## src/ccp_regs.vh

```
// register offsets, field positions, reset values for control channel path config
`ifndef CCP_REGS_VH
`define CCP_REGS_VH
// Functional notes
// - bit 7 set: forward every I2C transaction to the remote serializer.
// - bit 6 set: forward a transaction only when its address decode matches.
// - bit 5 set: acknowledge every I2C write locally, whatever lock or remote ack.
// - bit 4 resets to 1; 1 keeps return link on, 0 needs a forward bit.
// - bit 4 changes only by local I2C writes, never by remote channel writes.
// - bit 3 resets to 1 and enables return link check generation.
// - rate codes: 000 2.5M, 010 10M, 101 25M, 110 50M; others reserved.
// - rate field reset value comes from the strap sampled at power-down release.
// - keep-local bit 7 set blocks forward-channel loading of path control registers.
// - pin count field: 00 none, 01 one, 10 two, 11 four pins.
// - pin count normally loads from remote; local writes apply only when keep-local is already set.
// - decode match: address equals a nonzero 7-bit alias of serializer or target.
`define CCP_ADDR_CC_CONFIG 8'h58
`define CCP_ADDR_PATH_CTL1 8'h59
`define CCP_BIT_FWD_ALL 7
`define CCP_BIT_FWD_MATCH 6
`define CCP_BIT_AUTO_ACK 5
`define CCP_BIT_FORCED_ON 4
`define CCP_BIT_CHECK_GEN 3
`define CCP_BIT_KEEP_LOCAL 7
`define CCP_CC_RST_UPPER 5'h03
`define CCP_PATH_RST 8'h00
`define CCP_RATE_2M5 3'h0
`define CCP_RATE_10M 3'h2
`define CCP_RATE_25M 3'h5
`define CCP_RATE_50M 3'h6
`define CCP_NUM_ALIAS 5
`endif

```

## src/ccp_addr_match.v

```verilog
// alias address decoder for forwarded I2C transactions
`timescale 1ns/1ps
`include "ccp_regs.vh"
module ccp_addr_match #(
    parameter NUM_ALIAS = `CCP_NUM_ALIAS
) (
    input wire [6:0] i2c_addr,
    input wire [7*NUM_ALIAS-1:0] alias_list,
    output wire hit
);
    wire [NUM_ALIAS-1:0] hit_vec;
    genvar g;
    generate
        for (g = 0; g < NUM_ALIAS; g = g + 1) begin : g_cmp
            // zero alias disables that entry
            assign hit_vec[g] = (alias_list[7*g +: 7] != 7'h00) && (alias_list[7*g +: 7] == i2c_addr);
        end
    endgenerate
    assign hit = |hit_vec;
endmodule // ccp_addr_match

```

## src/ccp_config.v

```verilog
// control channel and forward path configuration registers
`timescale 1ns/1ps
`include "ccp_regs.vh"
module ccp_config #(
    parameter NUM_ALIAS = `CCP_NUM_ALIAS
) (
    input wire sys_clk,
    input wire rst_n,
    input wire power_down_bar_pin,
    input wire [2:0] rate_strap_pins,
    input wire reg_wr,
    input wire reg_rd,
    input wire reg_remote,
    input wire [7:0] reg_addr,
    input wire [7:0] reg_wdata,
    output reg [7:0] reg_rdata,
    input wire fc_load,
    input wire [1:0] fc_pin_count,
    input wire i2c_start,
    input wire i2c_is_write,
    input wire [6:0] i2c_addr,
    input wire [7*NUM_ALIAS-1:0] alias_list,
    input wire remote_ack,
    input wire fwd_lock,
    output wire i2c_forward,
    output wire i2c_local_ack,
    output wire return_link_en,
    output wire return_link_check_gen_en,
    output wire [2:0] return_link_rate_sel,
    output wire rate_reserved,
    output wire [2:0] downstream_pins_active
);
    reg [1:0] pdb_sync_q;
    reg [2:0] strap_s1_q;
    reg [2:0] strap_s2_q;
    reg pdb_seen_q;
    reg [4:0] cc_upper_q;
    reg [2:0] rate_q;
    reg keep_local_q;
    reg [4:0] path_rsvd_q;
    reg [1:0] pin_count_q;
    wire held_down;
    wire addr_hit;
    wire wr_cc;
    wire wr_path;

    // external pins pass two flops before use
    always @(posedge sys_clk) begin
        if (!rst_n) begin
            pdb_sync_q <= 2'h0;
            strap_s1_q <= 3'h0;
            strap_s2_q <= 3'h0;
        end else begin
            pdb_sync_q <= {pdb_sync_q[0], power_down_bar_pin};
            strap_s1_q <= rate_strap_pins;
            strap_s2_q <= strap_s1_q;
        end
    end

    assign held_down = !rst_n || !pdb_sync_q[1];
    assign wr_cc = reg_wr && (reg_addr == `CCP_ADDR_CC_CONFIG);
    assign wr_path = reg_wr && (reg_addr == `CCP_ADDR_PATH_CTL1);

    always @(posedge sys_clk) begin
        if (held_down) begin
            // defaults restored while powered down
            cc_upper_q <= `CCP_CC_RST_UPPER;
            keep_local_q <= 1'b0;
            path_rsvd_q <= 5'h00;
            pin_count_q <= 2'h0;
            pdb_seen_q <= 1'b0;
            rate_q <= 3'h0;
        end else begin
            pdb_seen_q <= 1'b1;
            // strap captured on the first cycle after release, not under reset
            if (!pdb_seen_q) begin
                rate_q <= strap_s2_q;
            end else if (wr_cc) begin
                rate_q <= reg_wdata[2:0];
            end
            if (wr_cc) begin
                cc_upper_q[4:3] <= reg_wdata[7:6];
                cc_upper_q[2] <= reg_wdata[5];
                // remote channel cannot flip forced-on
                if (!reg_remote) begin
                    cc_upper_q[1] <= reg_wdata[4];
                end
                cc_upper_q[0] <= reg_wdata[3];
            end
            if (wr_path) begin
                keep_local_q <= reg_wdata[`CCP_BIT_KEEP_LOCAL];
                path_rsvd_q <= reg_wdata[6:2];
            end
            // forward channel load wins unless local values are kept
            if (fc_load && !keep_local_q) begin
                pin_count_q <= fc_pin_count;
            end else if (wr_path && keep_local_q) begin
                pin_count_q <= reg_wdata[1:0];
            end
        end
    end

    always @(posedge sys_clk) begin
        if (!rst_n) begin
            reg_rdata <= 8'h00;
        end else if (reg_rd) begin
            case (reg_addr)
                `CCP_ADDR_CC_CONFIG: begin
                    reg_rdata <= {cc_upper_q, rate_q};
                end
                `CCP_ADDR_PATH_CTL1: begin
                    reg_rdata <= {keep_local_q, path_rsvd_q, pin_count_q};
                end
                default: begin
                    reg_rdata <= 8'h00;
                end
            endcase
        end
    end

    ccp_addr_match #(
        .NUM_ALIAS(NUM_ALIAS)
    ) u_match (
        .i2c_addr(i2c_addr),
        .alias_list(alias_list),
        .hit(addr_hit)
    );

    assign i2c_forward = i2c_start && (cc_upper_q[4] || (cc_upper_q[3] && addr_hit));
    // auto-ack ignores lock and remote answer
    assign i2c_local_ack = i2c_is_write && (cc_upper_q[2] || (fwd_lock && remote_ack));
    assign return_link_en = cc_upper_q[1] || cc_upper_q[4] || cc_upper_q[3];
    assign return_link_check_gen_en = cc_upper_q[0];
    assign return_link_rate_sel = rate_q;
    assign rate_reserved = !((rate_q == `CCP_RATE_2M5) || (rate_q == `CCP_RATE_10M) ||
        (rate_q == `CCP_RATE_25M) || (rate_q == `CCP_RATE_50M));
    assign downstream_pins_active = (pin_count_q == 2'h3) ? 3'h4 : {1'b0, pin_count_q};
endmodule // ccp_config

```

## config.mk

```make
export PLATFORM = sky130hd
export DESIGN_NAME = ccp_config
export DESIGN_NICKNAME = d
export VERILOG_FILES = /design/src/ccp_addr_match.v /design/src/ccp_config.v
export VERILOG_INCLUDE_DIRS = /design/src /design/src/src
export SDC_FILE = /design/constraint.sdc
export NUM_CORES = 1
export LEC_CHECK = 0
export ABC_AREA = 1
export BUFFER_PORTS_ARGS = -buffer_cell sky130_fd_sc_hd__buf_4
export CAP_MARGIN = 20
export CELL_PAD_IN_SITES_DETAIL_PLACEMENT = 0
export CELL_PAD_IN_SITES_GLOBAL_PLACEMENT = 1
export CORE_MARGIN = 3
export CORE_UTILIZATION = 25
export CTS_CLUSTER_SIZE = 40
export DETAILED_ROUTE_END_ITERATION = 6
export HOLD_SLACK_MARGIN = 0.02
export MAX_ROUTING_LAYER = met4
export PLACE_DENSITY_LB_ADDON = 0.1
export SKIP_LAST_GASP = 1
export SLEW_MARGIN = 30
export SYNTH_ARGS = -nofsm -noshare
export SYNTH_HDL_FRONTEND = slang
export SYNTH_SLANG_ARGS = --single-unit
```

## constraint.sdc

```tcl
create_clock -name sys_clk -period 1.36 [get_ports sys_clk]
set_input_delay 0 -clock sys_clk [delete_from_list [all_inputs] [get_ports sys_clk]]
set_output_delay 0 -clock sys_clk [all_outputs]
set_load 0.1 [all_outputs]
```

==> flow_summary.yaml <==
status:
  status: "complete, no violations"
finish:
  drive_above_1_share_pct: 26.58
  layoutNonFillerInstCount: 579
  final_cell_mix: "nand2_1 (100), buf_4 (94), inv_1 (65)"
  final_nets: 547
  fill_cells: 917
  multi_input_comb_area_mm2: 0.001211
  regArea_um2: 673.1
  n_antenna_cell: 0
  final_common_cell: "nand2_1"
  synthToLayoutAreaGrowth_pct: 52.04
global_routing:
  grt_start_max_net_pins: 17
  antenna_found_initial: 0
  grt_pass1_wl_mm: 11.61
  first_global_vias: 2379
  overflow: 0
  grt_usage_pct: 15.21
run:
  drv_cap: 0
routing:
  post_drt_wl_per_cell_um: 12.35
  vias: 2490
  ant_nets: 0
  drc: 0
  drt_iter0_markers: 67
  firstDrtPassIters: 4
  drt-total-wl_mm: 7.148
  avgViaCountPerCell: 4.301
placement:
  place_ws_ns: 0.08796
  dp_cells: 552
  hpwl_mm: 5.828
  placement.io_buffers: 92
  place_congestion: 0.8316
synthesis:
  synthDistinctLibCells: 29
  yosysWarnings: 0
  yosysSeqAreaShare_pct: 30.77
  syn_nets: 435
  ys_seq_elements: 33
  avgSynthCellArea_um2: 5.948
  syn_inst: 361
  synth_area_mm2: 0.002147
worst_hold_path:
  min_path_type: "input pin to register"
  worstHoldPathCells: 3
  worstHoldStart: "reg_wr"
  whs_endpoint: "path_rsvd_q[0]"
sta:
  setup_violations: 0
  worst_slack_ns: 0.08543
  finClkSkew_ns: 0.006924
  worst_pin_slew_ns: 0.3623
  rsz0062_at_grt: "yes"
  min_period_ns: 1.275
  final_hold_viol_count: 0
  max_freq_mhz: 784.6
  maxSlewViolCount: 0
  timing.final.crit_share_pct: 93.72
  slew_headroom_pct: 75.59
clock_tree:
  clock_latency_ns: 0.28
  cts.htree.levels: 2
  clk_pin_slew_ns: 0.07
  clock-sinks: 33
  clockBufferDepth: 2
  cts_tree: "built"
  clock-root-buffer: "clkbuf_8"
  cts_inserted_buffers: 5
setup_path:
  cp_top_family: "buffers and inverters"
  worstReg2RegEnd: "pin_count_q[0]"
  end_kind: "output pin"
  start_kind: "register"
  r2r_cells: 5
  worst-path-buf-inv: 3
  r2r-start: "keep_local_q"
  slowest_stage: "dfxtp_4"
  rrSetupSlack_ns: 0.14
  critical-path-max-stage-delay_ns: 0.35
  crit_chain: "inv_1, nand2_1, xor2_2, clkinvlp_4, buf_6"
  cp_max_fo: 3
  worstPathRequired_ns: 1.36
  cp.arrival_ns: 1.27
  crit_type: "register to output pin"
floorplan:
  ios: 93
  rows: 33
  design.die.area_mm2: 0.009736
  die_y_um: 98.67
  initial_core_util_pct: 26.00
  die_w_um: 98.67
  core-area_mm2: 0.008258
power:
  vdd_ir_drop_max_v: 0.0004380
  power.leakage_nw: 1.681
  powerDensity_mw_per_mm2: 717.5
==> power breakdown <==
part           leakage (nW)  switching [mW]  internal [mW]
clock network        0.0422           0.342          0.359
logic                  1.37           0.354          0.289
registers             0.271          0.0122          0.986
==> metal layers <==
metal	share of wire (%)	track usage [%]	vias up	routed length, um
li1	-	-	1334	-
met2	45	23.14	50	3243
met4	0.46	2.206	0	33
met1	50	21.39	1101	3541
met3	4.6	3.043	5	330
met5	0	-	-	0
==> synth_stat cells (all sizes together) <==
| library cell | n | area (um^2) |
|---|---|---|
| nand2 | 103 | 396.6 |
| inv | 69 | 259.0 |
| nor2 | 55 | 209.0 |
| dfxtp | 33 | 660.6 |
| nand3 | 27 | 165.2 |
| o21ai | 20 | 100.1 |
| a21oi | 19 | 95.09 |
| o211ai | 6 | 45.04 |
| xnor2 | 6 | 52.55 |
| clkbuf | 4 | 17.52 |
| nor3 | 4 | 31.28 |
| buf | 3 | 15.01 |
| mux2 | 2 | 22.52 |
| nand4 | 2 | 12.51 |
| o22ai | 2 | 12.51 |
| xor2 | 2 | 17.52 |
| a21boi | 1 | 7.510 |
| clkinv | 1 | 8.760 |
| nor3b | 1 | 12.51 |
| or2 | 1 | 6.260 |
==> worst max path at each step <==
stage	start	end	cells past startpoint
2_1_floorplan	pin_count_q[0]	downstream_pins_active[0]	2
3_5_place_dp	i2c_addr[6]	i2c_forward	12
5_1_grt	i2c_addr[6]	i2c_forward	12
4_1_cts	return_link_rate_sel[1]	rate_reserved	5
3_3_place_gp	i2c_addr[6]	i2c_forward	12
6_report	return_link_rate_sel[1]	rate_reserved	5
==> tightest hold or removal path, cell delays in order <==
cell     delay (ns)
buf_4          0.15
nand3_1        0.08
a21oi_1        0.06
==> kinds of logic (layout without fill, tap and decap cells) <==
logic type | after synthesis | count (layout) | synth area share, %
buffers and inverters | 77 | 190 | 13.99
AND/OR/NAND/NOR | 193 | 193 | 38.81
AO/OA/AOI/OAI | 48 | 48 | 12.12
multiplexers | 2 | 2 | 1.049
XOR/XNOR | 8 | 8 | 3.264
flip-flops | 33 | 33 | 30.77
==> metrics by stage <==
step / TNS (ns) / hold slack, ns / instance area [um^2] / power, mW / util, %
2_1_floorplan: -0.5725 / 0.09763 / 2186 / 1.343 / -
3_3_place_gp: 0 / 0.1847 / 2983 / 1.626 / 36.12
3_5_place_dp: 0 / 0.1844 / 2983 / 1.623 / 36.12
4_1_cts: 0 / 0.05917 / 3224 / 2.369 / 39.05
5_1_grt: -0.02818 / 0.06427 / 3264 / 2.487 / 39.53
6_report: 0 / 0.06440 / 3264 / 2.342 / 39.53
==> what timing repair did <==
item                                   4_1_cts  5_1_grt
setup buffers                                0        3
gates resized for setup                      0        5
hold buffers                                16        0
endpoints found under the hold margin       15        0
setup endpoints to repair                    0        4
==> state kept, by name (all words and copies together), names as in the netlist <==
name                  flops
pdb_sync_q                2
pdb_seen_q                1
reg_rdata                 8
path_rsvd_q               5
strap_s2_q                3
keep_local_q              1
strap_s1_q                3
pin_count_q               2
return_link_rate_sel      3
cc_upper_q                5
==> area by class of cell <==
type,instances,area share (%)
clock buffers,7,2.338
well taps,105,4.025
clock inverters,1,0.1533
inverters,70,8.432
flip-flops and latches,33,20.62
repair buffers,112,27.33
multi-input cells,251,37.10
Power figures use the tool's default switching activity.
